===== src/pkg/pamx_pkg.sv =====
package pamx_pkg;

    // ----------------------------------------
    // Port widths and pin positions
    // ----------------------------------------
    localparam int PB_W   = 8;
    localparam int PC_W   = 7;
    localparam int B_CAP  = 0;
    localparam int B_T1A  = 1;
    localparam int B_SSEL = 2;
    localparam int B_MOSI = 3;
    localparam int B_MISO = 4;
    localparam int B_SCK  = 5;
    localparam int B_XT1  = 6;
    localparam int B_XT2  = 7;
    localparam int C_SDA  = 4;
    localparam int C_SCL  = 5;
    localparam int C_RST  = 6;

    // ----------------------------------------
    // Reset values
    // ----------------------------------------
    localparam logic [PB_W-1:0] PB_RST = 8'h00;
    localparam logic [PC_W-1:0] PC_RST = 7'h00;
    localparam logic            TW_IDLE = 1'b1;

    // ----------------------------------------
    // Spike filter timing
    // ----------------------------------------
    localparam int FILT_NS  = 50;
    localparam int CLK_NS   = 10;
    localparam int FILT_CYC = (FILT_NS + CLK_NS - 1) / CLK_NS;
    localparam int FILT_CW  = $clog2(FILT_CYC + 1);

endpackage : pamx_pkg


===== src/core/pamx_top.sv =====
// Contract
// SPI slave forces clock pin B5 to input; master leaves direction bit in charge.
// SPI master forces data-in pin B4 to input; slave leaves direction bit in charge.
// SPI slave forces data-out pin B3 to input; master uses its direction bit.
// SPI slave forces select pin B2 to input; master uses its direction bit.
// Slave SPI active only while select pin low; external master drives it low.
// Pins forced to input by SPI keep pull-up controlled by output latch.
// B4 feeds master input or carries slave output; B3 carries master out or slave in.
// B3 drives timer2 compare when direction set; value is master out OR compare.
// B2 drives timer1 compare B when enabled; software sets direction to output.
// B1 drives timer1 compare A when enabled; direction must be output.
// B0 input goes to timer1 capture; no override on that pin.
// Internal RC or timer2 async turns off B6 pull-up, driver and input.
// B7 overridden off when offchip clock and internal RC or timer2 async.
// Fuse programmed makes C6 plain I/O; otherwise C6 feeds reset.
// While C6 is reset input its direction, latch and pin read zero.
// Two-wire enable takes C5 as serial clock line.
// Two-wire enable takes C4 as serial data line.
// Two-wire pins filter pulses under 50 ns and only pull low.
// Pull-up follows override value, else on for dir 0, latch 1, disable 0.
// Driver enable follows direction override value, else the direction bit.
// Driven pin takes value override when enabled, else output latch.
// Global pull-up disable turns off all port pull-ups; code keeps the C6 pull-up on while C6 is the reset input.
`timescale 1ns/1ps
module pamx_top (
    input  wire logic                      core_clk,
    input  wire logic                      resetn,
    input  wire logic [pamx_pkg::PB_W-1:0] dir_bit_b,
    input  wire logic [pamx_pkg::PB_W-1:0] out_latch_b,
    input  wire logic [pamx_pkg::PB_W-1:0] pad_b_in,
    input  wire logic [pamx_pkg::PC_W-1:0] dir_bit_c,
    input  wire logic [pamx_pkg::PC_W-1:0] out_latch_c,
    input  wire logic [pamx_pkg::PC_W-1:0] pad_c_in,
    input  wire logic                      global_pullup_disable,
    input  wire logic                      sleep_input_disable,
    input  wire logic                      spi_enable,
    input  wire logic                      spi_master_select,
    input  wire logic                      spi_sck_out,
    input  wire logic                      spi_master_out,
    input  wire logic                      spi_slave_out,
    input  wire logic                      timer2_compare_out,
    input  wire logic                      timer2_compare_en,
    input  wire logic                      timer1_compare_a_out,
    input  wire logic                      timer1_compare_a_en,
    input  wire logic                      timer1_compare_b_out,
    input  wire logic                      timer1_compare_b_en,
    input  wire logic                      internal_rc_selected,
    input  wire logic                      offchip_clock_selected,
    input  wire logic                      timer2_async_select,
    input  wire logic                      reset_pin_disable_fuse,
    input  wire logic                      twowire_enable,
    input  wire logic                      twowire_scl_low,
    input  wire logic                      twowire_sda_low,
    output logic      [pamx_pkg::PB_W-1:0] pad_b_out,
    output logic      [pamx_pkg::PB_W-1:0] pad_b_oe,
    output logic      [pamx_pkg::PB_W-1:0] pad_b_pullup,
    output logic      [pamx_pkg::PB_W-1:0] pad_b_ie,
    output logic      [pamx_pkg::PC_W-1:0] pad_c_out,
    output logic      [pamx_pkg::PC_W-1:0] pad_c_oe,
    output logic      [pamx_pkg::PC_W-1:0] pad_c_pullup,
    output logic      [pamx_pkg::PC_W-1:0] pad_c_ie,
    output logic                           twowire_slew_limit,
    output logic                           twowire_scl_in,
    output logic                           twowire_sda_in,
    output logic                           spi_sck_in,
    output logic                           spi_master_in,
    output logic                           spi_slave_in,
    output logic                           spi_slave_active,
    output logic                           timer1_capture_in,
    output logic                           pin_reset_req,
    output logic      [pamx_pkg::PB_W-1:0] rd_dir_bit_b,
    output logic      [pamx_pkg::PB_W-1:0] rd_out_latch_b,
    output logic      [pamx_pkg::PB_W-1:0] rd_pin_input_b,
    output logic      [pamx_pkg::PC_W-1:0] rd_dir_bit_c,
    output logic      [pamx_pkg::PC_W-1:0] rd_out_latch_c,
    output logic      [pamx_pkg::PC_W-1:0] rd_pin_input_c
);

    localparam int BW = pamx_pkg::PB_W;
    localparam int CW = pamx_pkg::PC_W;

    // ----------------------------------------
    // Mode decode
    // ----------------------------------------
    logic          spi_slv;
    logic          spi_mst;
    logic          clk_b6;
    logic          clk_b7;
    logic          rst_mode;
    logic [BW-1:0] b_claim;
    logic [CW-1:0] c_claim;

    assign spi_slv  = spi_enable && !spi_master_select;
    assign spi_mst  = spi_enable && spi_master_select;
    assign clk_b6   = internal_rc_selected || timer2_async_select;
    assign clk_b7   = offchip_clock_selected && clk_b6;
    assign rst_mode = !reset_pin_disable_fuse;
    assign b_claim  = {clk_b7, clk_b6, 6'h00};
    assign c_claim  = {rst_mode, 6'h00};

    // ----------------------------------------
    // Override signals per pin
    // ----------------------------------------
    logic [BW-1:0] b_pu_oe, b_pu_ov, b_dr_oe, b_dr_ov, b_vl_oe, b_vl_ov, b_ie_oe, b_ie_ov;
    logic [CW-1:0] c_pu_oe, c_pu_ov, c_dr_oe, c_dr_ov, c_vl_oe, c_vl_ov, c_ie_oe, c_ie_ov;

    always_comb
    begin
        b_pu_oe = '0;
        b_pu_ov = '0;
        b_dr_oe = '0;
        b_dr_ov = '0;
        b_vl_oe = '0;
        b_vl_ov = '0;
        b_ie_oe = '0;
        b_ie_ov = '0;
        // Clock pins: pad fully released to the oscillator
        b_pu_oe[pamx_pkg::B_XT1] = clk_b6;
        b_dr_oe[pamx_pkg::B_XT1] = clk_b6;
        b_ie_oe[pamx_pkg::B_XT1] = clk_b6;
        b_pu_oe[pamx_pkg::B_XT2] = clk_b7;
        b_dr_oe[pamx_pkg::B_XT2] = clk_b7;
        b_ie_oe[pamx_pkg::B_XT2] = clk_b7;
        // Inputs forced by the SPI keep a latch-driven pull-up
        b_pu_oe[pamx_pkg::B_SCK] = spi_slv;
        b_dr_oe[pamx_pkg::B_SCK] = spi_slv;
        b_vl_oe[pamx_pkg::B_SCK] = spi_mst;
        b_vl_ov[pamx_pkg::B_SCK] = spi_sck_out;
        b_pu_oe[pamx_pkg::B_MISO] = spi_mst;
        b_dr_oe[pamx_pkg::B_MISO] = spi_mst;
        b_vl_oe[pamx_pkg::B_MISO] = spi_slv;
        b_vl_ov[pamx_pkg::B_MISO] = spi_slave_out;
        b_pu_oe[pamx_pkg::B_MOSI] = spi_slv;
        b_dr_oe[pamx_pkg::B_MOSI] = spi_slv;
        b_vl_oe[pamx_pkg::B_MOSI] = spi_mst || timer2_compare_en;
        b_vl_ov[pamx_pkg::B_MOSI] = spi_master_out || timer2_compare_out;
        b_pu_oe[pamx_pkg::B_SSEL] = spi_slv;
        b_dr_oe[pamx_pkg::B_SSEL] = spi_slv;
        b_vl_oe[pamx_pkg::B_SSEL] = timer1_compare_b_en;
        b_vl_ov[pamx_pkg::B_SSEL] = timer1_compare_b_out;
        b_vl_oe[pamx_pkg::B_T1A] = timer1_compare_a_en;
        b_vl_ov[pamx_pkg::B_T1A] = timer1_compare_a_out;
        for (int i = pamx_pkg::B_SSEL; i <= pamx_pkg::B_SCK; i++)
        begin
            b_pu_ov[i] = out_latch_b[i] && !global_pullup_disable;
        end
    end

    always_comb
    begin
        c_pu_oe = '0;
        c_pu_ov = '0;
        c_dr_oe = '0;
        c_dr_ov = '0;
        c_vl_oe = '0;
        c_vl_ov = '0;
        c_ie_oe = '0;
        c_ie_ov = '0;
        // Reset pin: digital path off, pull-up held on
        c_pu_oe[pamx_pkg::C_RST] = rst_mode;
        c_pu_ov[pamx_pkg::C_RST] = 1'b1;
        c_dr_oe[pamx_pkg::C_RST] = rst_mode;
        c_ie_oe[pamx_pkg::C_RST] = rst_mode;
        // Two-wire pins: only ever pull low, never drive high
        c_pu_oe[pamx_pkg::C_SCL] = twowire_enable;
        c_pu_ov[pamx_pkg::C_SCL] = out_latch_c[pamx_pkg::C_SCL] && !global_pullup_disable;
        c_dr_oe[pamx_pkg::C_SCL] = twowire_enable;
        c_dr_ov[pamx_pkg::C_SCL] = twowire_scl_low;
        c_vl_oe[pamx_pkg::C_SCL] = twowire_enable;
        c_pu_oe[pamx_pkg::C_SDA] = twowire_enable;
        c_pu_ov[pamx_pkg::C_SDA] = out_latch_c[pamx_pkg::C_SDA] && !global_pullup_disable;
        c_dr_oe[pamx_pkg::C_SDA] = twowire_enable;
        c_dr_ov[pamx_pkg::C_SDA] = twowire_sda_low;
        c_vl_oe[pamx_pkg::C_SDA] = twowire_enable;
    end

    // ----------------------------------------
    // Pad cells
    // ----------------------------------------
    logic [BW-1:0] b_pu, b_de, b_dv, b_ie;
    logic [CW-1:0] c_pu, c_de, c_dv, c_ie;

    for (genvar i = 0; i < BW; i++)
    begin : g_pb
        pamx_pin_cell u_cell (
            .dir_bit   (dir_bit_b[i]),
            .out_latch (out_latch_b[i]),
            .global_pullup_disable (global_pullup_disable),
            .sleep_dis (sleep_input_disable),
            .pullup_override_en (b_pu_oe[i]),
            .pullup_override_val (b_pu_ov[i]),
            .dir_override_en (b_dr_oe[i]),
            .dir_override_val (b_dr_ov[i]),
            .value_override_en (b_vl_oe[i]),
            .value_override_val (b_vl_ov[i]),
            .input_enable_override_en (b_ie_oe[i]),
            .input_enable_override_val (b_ie_ov[i]),
            .pullup_en (b_pu[i]),
            .drive_en  (b_de[i]),
            .drive_val (b_dv[i]),
            .input_en  (b_ie[i])
        );
    end

    for (genvar i = 0; i < CW; i++)
    begin : g_pc
        pamx_pin_cell u_cell (
            .dir_bit   (dir_bit_c[i]),
            .out_latch (out_latch_c[i]),
            .global_pullup_disable (global_pullup_disable),
            .sleep_dis (sleep_input_disable),
            .pullup_override_en (c_pu_oe[i]),
            .pullup_override_val (c_pu_ov[i]),
            .dir_override_en (c_dr_oe[i]),
            .dir_override_val (c_dr_ov[i]),
            .value_override_en (c_vl_oe[i]),
            .value_override_val (c_vl_ov[i]),
            .input_enable_override_en (c_ie_oe[i]),
            .input_enable_override_val (c_ie_ov[i]),
            .pullup_en (c_pu[i]),
            .drive_en  (c_de[i]),
            .drive_val (c_dv[i]),
            .input_en  (c_ie[i])
        );
    end

    // ----------------------------------------
    // Registered pad controls
    // ----------------------------------------
    always_ff @(posedge core_clk)
    begin
        if (!resetn)
        begin
            pad_b_out          <= pamx_pkg::PB_RST;
            pad_b_oe           <= pamx_pkg::PB_RST;
            pad_b_pullup       <= pamx_pkg::PB_RST;
            pad_b_ie           <= pamx_pkg::PB_RST;
            pad_c_out          <= pamx_pkg::PC_RST;
            pad_c_oe           <= pamx_pkg::PC_RST;
            pad_c_pullup       <= pamx_pkg::PC_RST;
            pad_c_ie           <= pamx_pkg::PC_RST;
            twowire_slew_limit <= 1'b0;
        end
        else
        begin
            pad_b_out          <= b_dv;
            pad_b_oe           <= b_de;
            pad_b_pullup       <= b_pu;
            pad_b_ie           <= b_ie;
            pad_c_out          <= c_dv;
            pad_c_oe           <= c_de;
            pad_c_pullup       <= c_pu;
            pad_c_ie           <= c_ie;
            twowire_slew_limit <= twowire_enable;
        end
    end

    // ----------------------------------------
    // Peripheral inputs and reset request
    // ----------------------------------------
    // Peripherals synchronise these themselves; one flop only aligns timing
    always_ff @(posedge core_clk)
    begin
        if (!resetn)
        begin
            spi_sck_in        <= 1'b0;
            spi_master_in     <= 1'b0;
            spi_slave_in      <= 1'b0;
            spi_slave_active  <= 1'b0;
            timer1_capture_in <= 1'b0;
            pin_reset_req     <= 1'b0;
        end
        else
        begin
            spi_sck_in        <= pad_b_in[pamx_pkg::B_SCK];
            spi_master_in     <= pad_b_in[pamx_pkg::B_MISO];
            spi_slave_in      <= pad_b_in[pamx_pkg::B_MOSI];
            spi_slave_active  <= spi_slv && !pad_b_in[pamx_pkg::B_SSEL];
            timer1_capture_in <= pad_b_in[pamx_pkg::B_CAP];
            pin_reset_req     <= rst_mode && !pad_c_in[pamx_pkg::C_RST];
        end
    end

    pamx_spike_filter #(
        .CYC  (pamx_pkg::FILT_CYC),
        .CW   (pamx_pkg::FILT_CW),
        .INIT (pamx_pkg::TW_IDLE)
    ) u_scl_filt (
        .core_clk  (core_clk),
        .resetn    (resetn),
        .raw_in    (pad_c_in[pamx_pkg::C_SCL]),
        .clean_out (twowire_scl_in)
    );

    pamx_spike_filter #(
        .CYC  (pamx_pkg::FILT_CYC),
        .CW   (pamx_pkg::FILT_CW),
        .INIT (pamx_pkg::TW_IDLE)
    ) u_sda_filt (
        .core_clk  (core_clk),
        .resetn    (resetn),
        .raw_in    (pad_c_in[pamx_pkg::C_SDA]),
        .clean_out (twowire_sda_in)
    );

    // ----------------------------------------
    // Read-back: pins claimed as clock or reset read zero
    // ----------------------------------------
    always_ff @(posedge core_clk)
    begin
        if (!resetn)
        begin
            rd_dir_bit_b   <= pamx_pkg::PB_RST;
            rd_out_latch_b <= pamx_pkg::PB_RST;
            rd_pin_input_b <= pamx_pkg::PB_RST;
            rd_dir_bit_c   <= pamx_pkg::PC_RST;
            rd_out_latch_c <= pamx_pkg::PC_RST;
            rd_pin_input_c <= pamx_pkg::PC_RST;
        end
        else
        begin
            rd_dir_bit_b   <= dir_bit_b & ~b_claim;
            rd_out_latch_b <= out_latch_b & ~b_claim;
            rd_pin_input_b <= pad_b_in & b_ie & ~b_claim;
            rd_dir_bit_c   <= dir_bit_c & ~c_claim;
            rd_out_latch_c <= out_latch_c & ~c_claim;
            rd_pin_input_c <= pad_c_in & c_ie & ~c_claim;
        end
    end
endmodule : pamx_top


===== src/core/pamx_pin_cell.sv =====
`timescale 1ns/1ps
module pamx_pin_cell (
    input  wire logic dir_bit,
    input  wire logic out_latch,
    input  wire logic global_pullup_disable,
    input  wire logic sleep_dis,
    input  wire logic pullup_override_en,
    input  wire logic pullup_override_val,
    input  wire logic dir_override_en,
    input  wire logic dir_override_val,
    input  wire logic value_override_en,
    input  wire logic value_override_val,
    input  wire logic input_enable_override_en,
    input  wire logic input_enable_override_val,
    output logic      pullup_en,
    output logic      drive_en,
    output logic      drive_val,
    output logic      input_en
);

    // ----------------------------------------
    // Override resolution for one pad
    // ----------------------------------------
    assign pullup_en = pullup_override_en ? pullup_override_val :
                       (!dir_bit && out_latch && !global_pullup_disable);
    assign drive_en  = dir_override_en ? dir_override_val : dir_bit;
    assign drive_val = (value_override_en && drive_en) ? value_override_val : out_latch;
    assign input_en  = input_enable_override_en ? input_enable_override_val : !sleep_dis;

endmodule : pamx_pin_cell


===== src/core/pamx_spike_filter.sv =====
`timescale 1ns/1ps
module pamx_spike_filter #(
    parameter int   CYC  = 5,
    parameter int   CW   = 3,
    parameter logic INIT = 1'b1
) (
    input  wire logic core_clk,
    input  wire logic resetn,
    input  wire logic raw_in,
    output logic      clean_out
);

    // ----------------------------------------
    // Accept a new level only after CYC stable cycles
    // ----------------------------------------
    logic [CW-1:0] cnt_r;

    always_ff @(posedge core_clk)
    begin
        if (!resetn)
        begin
            cnt_r     <= '0;
            clean_out <= INIT;
        end
        else if (raw_in == clean_out)
        begin
            cnt_r <= '0;
        end
        else if (cnt_r == CW'(CYC - 1))
        begin
            cnt_r     <= '0;
            clean_out <= raw_in;
        end
        else
        begin
            cnt_r <= cnt_r + 1'b1;
        end
    end

endmodule : pamx_spike_filter


===== config.mk =====
export PLATFORM = sky130hd
export DESIGN_NAME = pamx_top
export DESIGN_NICKNAME = d
export VERILOG_FILES = /design/src/pkg/pamx_pkg.sv /design/src/core/pamx_top.sv /design/src/core/pamx_pin_cell.sv /design/src/core/pamx_spike_filter.sv
export SDC_FILE = /design/constraint.sdc
export NUM_CORES = 1
export LEC_CHECK = 0
export BUFFER_PORTS_ARGS = -buffer_cell sky130_fd_sc_hd__buf_2
export CORE_MARGIN = 2
export CORE_UTILIZATION = 39
export CTS_CLUSTER_SIZE = 24
export DETAILED_ROUTE_END_ITERATION = 10
export PLACE_DENSITY = 0.82
export SLEW_MARGIN = 20
export SYNTH_ARGS = -nofsm -noshare
export SYNTH_HDL_FRONTEND = slang
export SYNTH_SLANG_ARGS = --single-unit
export TNS_END_PERCENT = 10

===== constraint.sdc =====
create_clock -name core_clk -period 0.85 [get_ports core_clk]
set_input_delay 0.17 -clock core_clk [delete_from_list [all_inputs] [get_ports core_clk]]
set_output_delay 0.17 -clock core_clk [all_outputs]
set_load 0.01 [all_outputs]

==> results.ini, run 1 <==
[sta]
holdWs_ns=0.0244
fin_skew_ns=0.00511
fmax_mhz=942
setup-violations-final=120
setup_ws_ns=-0.212
slew_violations=0
tightest_slew_ns=0.280
period_needed_ns=1.06
rsz0062_at_grt=yes
slew_headroom_pct=81.3
hold_violations=0
fin_crit_sh_pct=125

[grt]
grt_max_degree=38
grt_pass1_wl_um=11600
grt-ovfl-total=0
antenna_found_initial=0
gr-usage-all-layers_pct=17.3
grt_pass1_vias=2488

[place]
place_congestion=0.819
post-dp-hpwl_um=5710
io_buffers=180

[yosys]
synth_seq_area_share_pct=62.0
ys_async_sr_fraction_pct=0
yosys.area.top_type=dfxtp_1
yosysWarnings=0
synth_area_per_cell_um2=11.1
synthTopCellsByCount=98 x dfxtp_1, 42 x and2_1, 23 x buf_4
synth_nets=355
syn_inst=284
synth_area_um2=3160
synth.top_cell.area_share_pct=62.0
ys_ff_latch=98
ys_top_cells_by_area=dfxtp_1 62%, and2_1 8.3%, buf_4 5.5%, and3_1 2.6%, nor3b_2 2.4%
synthFlopType=dfxtp_1
synth-edff-count=0
synth_most_common_cell=dfxtp_1
ys_types=30

[worst_setup_path]
critPathTopFamily=flip-flops
cp-end-kind=primary output
cpMaxStageDelayCell=dfxtp_4
crit_fanout=12
path_cells=buf_2
path_class=flop to primary output
regToRegStartpoint=u_scl_filt.cnt_r[0]
timing.rr.end=u_scl_filt.cnt_r[1]
worst-path-buf-inv=1
slowest_delay_ns=0.40
start_kind=flop
worst_ep_arrival_time_ns=0.89
worstPathRequired_ns=0.68
critPathLaunch=pad_b_ie[5]
rrSetupSlack_ns=-0.03
rr_worst_depth=5

[final_layout]
fin_util_pct=61.0
areaGrowthSynthToFinish_pct=50.5
nNetsFinal=538
antennaDiodeCount=0
drive_gt1_share_pct=59.2

[clock_tree]
clk_pin_slew_ns=0.10
numCtsBuffers=9
insertion_delay_ns=0.34
htreeDepth=3
clock_path_buffers=2
cts_tree=done
clkSinkCount=98
cts_setup_buffers=0
root_buffer=clkbuf_8

[flow_run]
max_cap_violations=0

[pwr]
powerDensity_nw_per_um2=1860
finalPower_uw=8870
ir_worst_vdd_uv=998
p_leak_uw=0.00237

[routing]
viasPerCell=4.36
drcViolationCount=0
routedWlPerCell_um=13.8
num_vias=2501
wirelength_um=7910
dr.first_iter.drc_count=24
dr.pass1.iters=4
ant_nets=0

[status]
status=complete, but fails checks
violations=setup timing

[die]
start_util_pct=40.5
pin_count=181
core-area_um2=7810
rows=32
die_w_um=94.0
die_area_um2=8840
die_y_um=94.0

[hold_path]
min_path_type=input pin to flop
hold_depth=2
min_to=pad_b_pullup[2]
hold_start=dir_bit_b[2]

-- per-stage QoR --
step | setup TNS, ns | instances | setup slack, ns | area, um^2
after global routing | -18.78 | 573 | -0.265 | 4760
after CTS | -15.48 | 571 | -0.227 | 4560
final | -12.98 | 573 | -0.212 | 4760
after floorplan | -0.263 | 284 | -0.0253 | 3160
after global placement | -3.46 | 545 | -0.152 | 4040
after detailed placement | -5.52 | 545 | -0.204 | 4040
-- metal layers --
metal	up-vias	wire length, um	track usage [%]
li1	1247	-	-
met1	1155	2900	16.9
met2	95	4460	33.6
met3	4	513	5.78
met4	0	41	5.43
met5	-	0	0
-- where the power goes --
| part | internal, uW | switching, uW | leakage [uW] |
|---|---|---|---|
| logic | 612 | 501 | 0.00146 |
| clock network | 1350 | 1490 | 0.0000856 |
| registers | 4820 | 95.3 | 0.000826 |
-- how the worst max path moves through the flow --
| stage | to | cells past startpoint | slack, ns |
|---|---|---|---|
| finish | pad_c_ie[1] | 1 | -0.21 |
| global route | pad_c_ie[1] | 1 | -0.27 |
| floorplan | u_sda_filt.cnt_r[0] | 5 | -0.03 |
| CTS | pad_b_ie[3] | 1 | -0.23 |
| global placement | pad_b_out[3] | 5 | -0.15 |
| detailed placement | pad_b_out[3] | 5 | -0.20 |
-- cell families (layout without fill, tap and decap cells) --
logic type | count (synthesis) | in the layout | share of synthesized area [%]
simple gates | 122 | 122 | 23.1
flops | 98 | 98 | 62.0
buf+inv | 40 | 227 | 8.55
compound gates | 12 | 12 | 2.29
mux | 6 | 6 | 1.90
fa+ha+maj | 4 | 4 | 1.58
xor+xnor | 2 | 2 | 0.554
-- layout by cell type, fill, tap and decap left out, types with 4 or more instances in the layout --
cell / synthesis / final
and3_1: 13 / 13
dlygate4sd3_1: 0 / 13
nand2_1: 19 / 17
buf_2: 2 / 132
and2_1: 42 / 42
nor3b_2: 6 / 6
clkbuf_8: 0 / 9
nand3_1: 9 / 9
inv_1: 10 / 6
a21oi_1: 4 / 4
inv_2: 0 / 4
dfxtp_2: 0 / 58
nor2_1: 13 / 13
nor2b_1: 7 / 7
buf_6: 4 / 48
buf_4: 23 / 8
dfxtp_1: 98 / 39
nor3b_1: 4 / 4
mux2i_1: 6 / 6
-- final cells by class --
type | instances | area [um^2]
fill | 638 | 3050
sequential | 98 | 2040
timing repair buffer | 202 | 1410
multi-input combinational | 146 | 960
clock buffer | 11 | 131
tap | 102 | 128
clock inverter | 4 | 53.8
inverter | 10 | 37.5
-- state kept, by name, indices dropped and copies added (netlist names), 6 cells and up --
register and cells:
pad_b_out 8, rd_pin_input_c 7, pad_b_pullup 8, pad_c_oe 7
pad_c_pullup 7, pad_c_out 7, pad_b_oe 8, rd_dir_bit_b 6
rd_out_latch_b 7, rd_pin_input_b 8
-- what timing repair did --
item / in CTS / in global routing
pin swaps: 3 / 1
gates resized for setup: 71 / 46
endpoints found under the setup margin: 122 / 122
endpoints found under the hold margin: 11 / 2
hold buffers: 11 / 2
Power figures use the tool's default switching activity.
==> inputs of run 2 (changes only) <==
Settings changed: ABC_AREA set to 1, PLACE_DENSITY 0.82 to 0.83.
==> run 2 against run 1 <==
  * The flow still finishes with violations (setup timing)
  * Sequential power hardly changed
  * Register-to-register slack worse by 0.08 ns
  * Sequential share of layout area is 0.51 points lower
  * Clock skew is 0.0058 ns higher
  * First-iteration DRC count is 150% higher
  * Worst hold slack worse by 0.023 ns
  * Sequential cell count stayed put
  * Synthesized cell count is 19% higher
  * Design area is 1.8% higher
  * Non-clock buffer count is 4 higher
  * Die area is 2.4% lower
  * Highest routed layer unchanged
==> results.ini, run 2 <==
[status]
status=complete, but fails checks
violations=setup timing

[place]
placed_area_um2=4050  ; +0.25%
dp.cells=608  ; +12%
preCtsSetupSlack_ns=-0.152  ; +0.0527 ns
place_congestion=0.846  ; +3.3%
io_buffers=180  ; unchanged
post-dp-hpwl_um=5930  ; +3.9%

[pwr]
comb_power_share_pct=12.3  ; -0.2 points
p_clk_share_pct=34.8  ; +2.7 points
p_seq_share_pct=52.9  ; -2.5 points
swShare_pct=23.9  ; +0.37 points
powerDensity_nw_per_um2=1920  ; +3.1%
p_int_uw=7080  ; +4.4%
ir_worst_vdd_uv=1030  ; +3.2%
p_sw_uw=2230  ; +6.5%
p_leak_uw=0.00268  ; +13%
finalPower_uw=9310  ; +4.9%

[sta]
setup-violations-final=122  ; +1.7%
rsz0062_at_grt=yes
slew_violations=0  ; unchanged
tightest_slew_ns=0.392  ; +0.112 ns
fin_crit_sh_pct=128  ; +3.5 points
fmax_mhz=916  ; -2.7%
setup_ws_ns=-0.241  ; -0.0296 ns
slew_headroom_pct=73.8  ; -7.5 points
fin_skew_ns=0.0110  ; +0.00584 ns
hold_violations=0  ; unchanged
period_needed_ns=1.09  ; +0.0296 ns
setup_tns_ns=-14.85  ; -1.87 ns

[clock_tree]
insertion_delay_ns=0.34  ; about the same
clk_pin_slew_ns=0.10  ; about the same
cts_setup_buffers=0  ; unchanged
clock_path_buffers=2  ; unchanged
clkSinkCount=98  ; unchanged
cts_tree=done
numCtsBuffers=9  ; unchanged
htreeDepth=3  ; unchanged
root_buffer=clkbuf_8

[yosys]
ys_ff_latch=98  ; unchanged
yosys.area.top_type=dfxtp_1
ys_top_cells_by_area=dfxtp_1 64%, inv_1 7.9%, nand2_1 6.6%, nor2_1 5.7%, buf_4 5.4%
synth-edff-count=0  ; unchanged
ys_async_sr_fraction_pct=0  ; unchanged
ys_types=24  ; -20%
syn_inst=339  ; +19%
synth_area_per_cell_um2=9.09  ; -18%
synth_seq_area_share_pct=63.7  ; +1.6 points
synth.top_cell.area_share_pct=63.7  ; +1.6 points
synth_most_common_cell=dfxtp_1
synthTopCellsByCount=98 x dfxtp_1, 65 x inv_1, 54 x nand2_1
yosysWarnings=0  ; unchanged
synth_nets=410  ; +15%
synth_area_um2=3080  ; -2.5%
synthFlopType=dfxtp_1

[die]
rows=32  ; unchanged
die_area_um2=8630  ; -2.4%
pin_count=181  ; unchanged
core-area_um2=7690  ; -1.5%
die_y_um=92.9  ; -1.2%
die_w_um=92.9  ; -1.2%
start_util_pct=40.1  ; -0.41 points

[worst_setup_path]
cpMaxStageDelayCell=dfxtp_4
worst-path-buf-inv=1  ; unchanged
slowest_delay_ns=0.42  ; +0.02 ns
crit_fanout=12  ; unchanged
cp-end-kind=primary output
worst_ep_arrival_time_ns=0.92  ; +0.03 ns
critPathTopFamily=flip-flops
worstPathRequired_ns=0.68  ; about the same
path_class=flop to primary output
path_cells=buf_2
start_kind=flop

[routing]
drcViolationCount=0  ; unchanged
dr.pass1.iters=4  ; unchanged
wirelength_um=8280  ; +4.7%
dr.first_iter.drc_count=59  ; +150%
routedWlPerCell_um=13.1  ; -5.2%
viasPerCell=4.29  ; -1.7%
num_vias=2716  ; +8.6%
ant_nets=0  ; unchanged

[final_layout]
areaGrowthSynthToFinish_pct=57.2
final_area_um2=4840  ; +1.8%
final_cell_count_no_fill=633  ; +10%
drive_gt1_share_pct=53.9  ; -5.4 points
antennaDiodeCount=0  ; unchanged
final_common_cell=buf_2
nNetsFinal=598  ; +11%
final_cell_mix=121 x buf_2, 65 x inv_1, 64 x dfxtp_2, 59 x buf_6, 52 x nand2_1

[grt]
grt_max_degree=19  ; -50%
grt_pass1_vias=2637  ; +6.0%
grt_pass1_wl_um=12000  ; +3.3%
gr-usage-all-layers_pct=18.1  ; +0.82 points
antenna_found_initial=0  ; unchanged
grt-ovfl-total=0  ; unchanged

[hold_path]
min_path_type=input pin to flop

[flow_run]
max_cap_violations=0  ; unchanged

## run 2: changes by cell type after synthesis, moves of 13 or more
cell,change
inv_1,+55
nor2_1,+34
nand2_1,+35
and3_1,-13
and2_1,-42
## run 2: final timing paths
check / start / end / slack (ns) / cells past startpoint
worst max-delay path: pad_b_ie[5] / pad_c_ie[2] / -0.24 / 1
worst min-delay path: dir_bit_b[1] / pad_b_pullup[1] / 0.001 / 2
worst max register to register: u_scl_filt.cnt_r[0] / u_scl_filt.clean_out / -0.11 / 5
worst min register to register: u_scl_filt.cnt_r[0] / u_scl_filt.cnt_r[0] / 0.42 / 1
## run 2: metal layers
| metal | share of wire, % | global-route usage (%) |
|---|---|---|
| met5 | 0 | 0 |
| met4 | 1.1 | 5.27 |
| met3 | 6.5 | 6.27 |
| met2 | 53 | 33.3 |
| met1 | 39 | 19.5 |
## run 2: final cells by class
cell class	instances	area (um^2)
multi-input combinational	146	701
sequential	98	2050
fill	650	2840
clock buffer	10	128
clock inverter	5	87.6
inverter	66	248
tap	102	128
timing repair buffer	206	1500
## run 2: cell families after synthesis
family,after synthesis,share of synthesized area (%)
XOR/XNOR,4,1.14
adder cells (fa/ha/maj),4,1.62
buffers and inverters,95,14.7
AND/OR/NAND/NOR,126,16.8
AO/OA/AOI/OAI,12,2.11
flip-flops,98,63.7
## run 2: per-stage QoR
stage | hold WS, ns | utilization [%]
final | 0.00133 | 63.0
after global routing | 0.000438 | 63.0
after CTS | 0.000594 | 59.2
after detailed placement | 0.348 | 52.7
after global placement | 0.346 | 52.7
after floorplan | 0.242 | -
## run 2: power groups by stage
| stage | registers, uW | logic [uW] | clock network, uW |
|---|---|---|---|
| after global placement | 4960 | 937 | 0 |
| after global routing | 4940 | 1250 | 3510 |
| after detailed placement | 4970 | 961 | 0 |
| final | 4920 | 1140 | 3240 |
| after CTS | 4890 | 1050 | 3280 |
| after floorplan | 5070 | 372 | 0 |
## run 2: timing repair
action                                  in CTS  in global routing
pin swaps                                    1                  0
endpoints found under the setup margin     122                124
hold endpoints to repair                    10                  1
hold buffers                                 9                  1
resized for setup                           62                 72
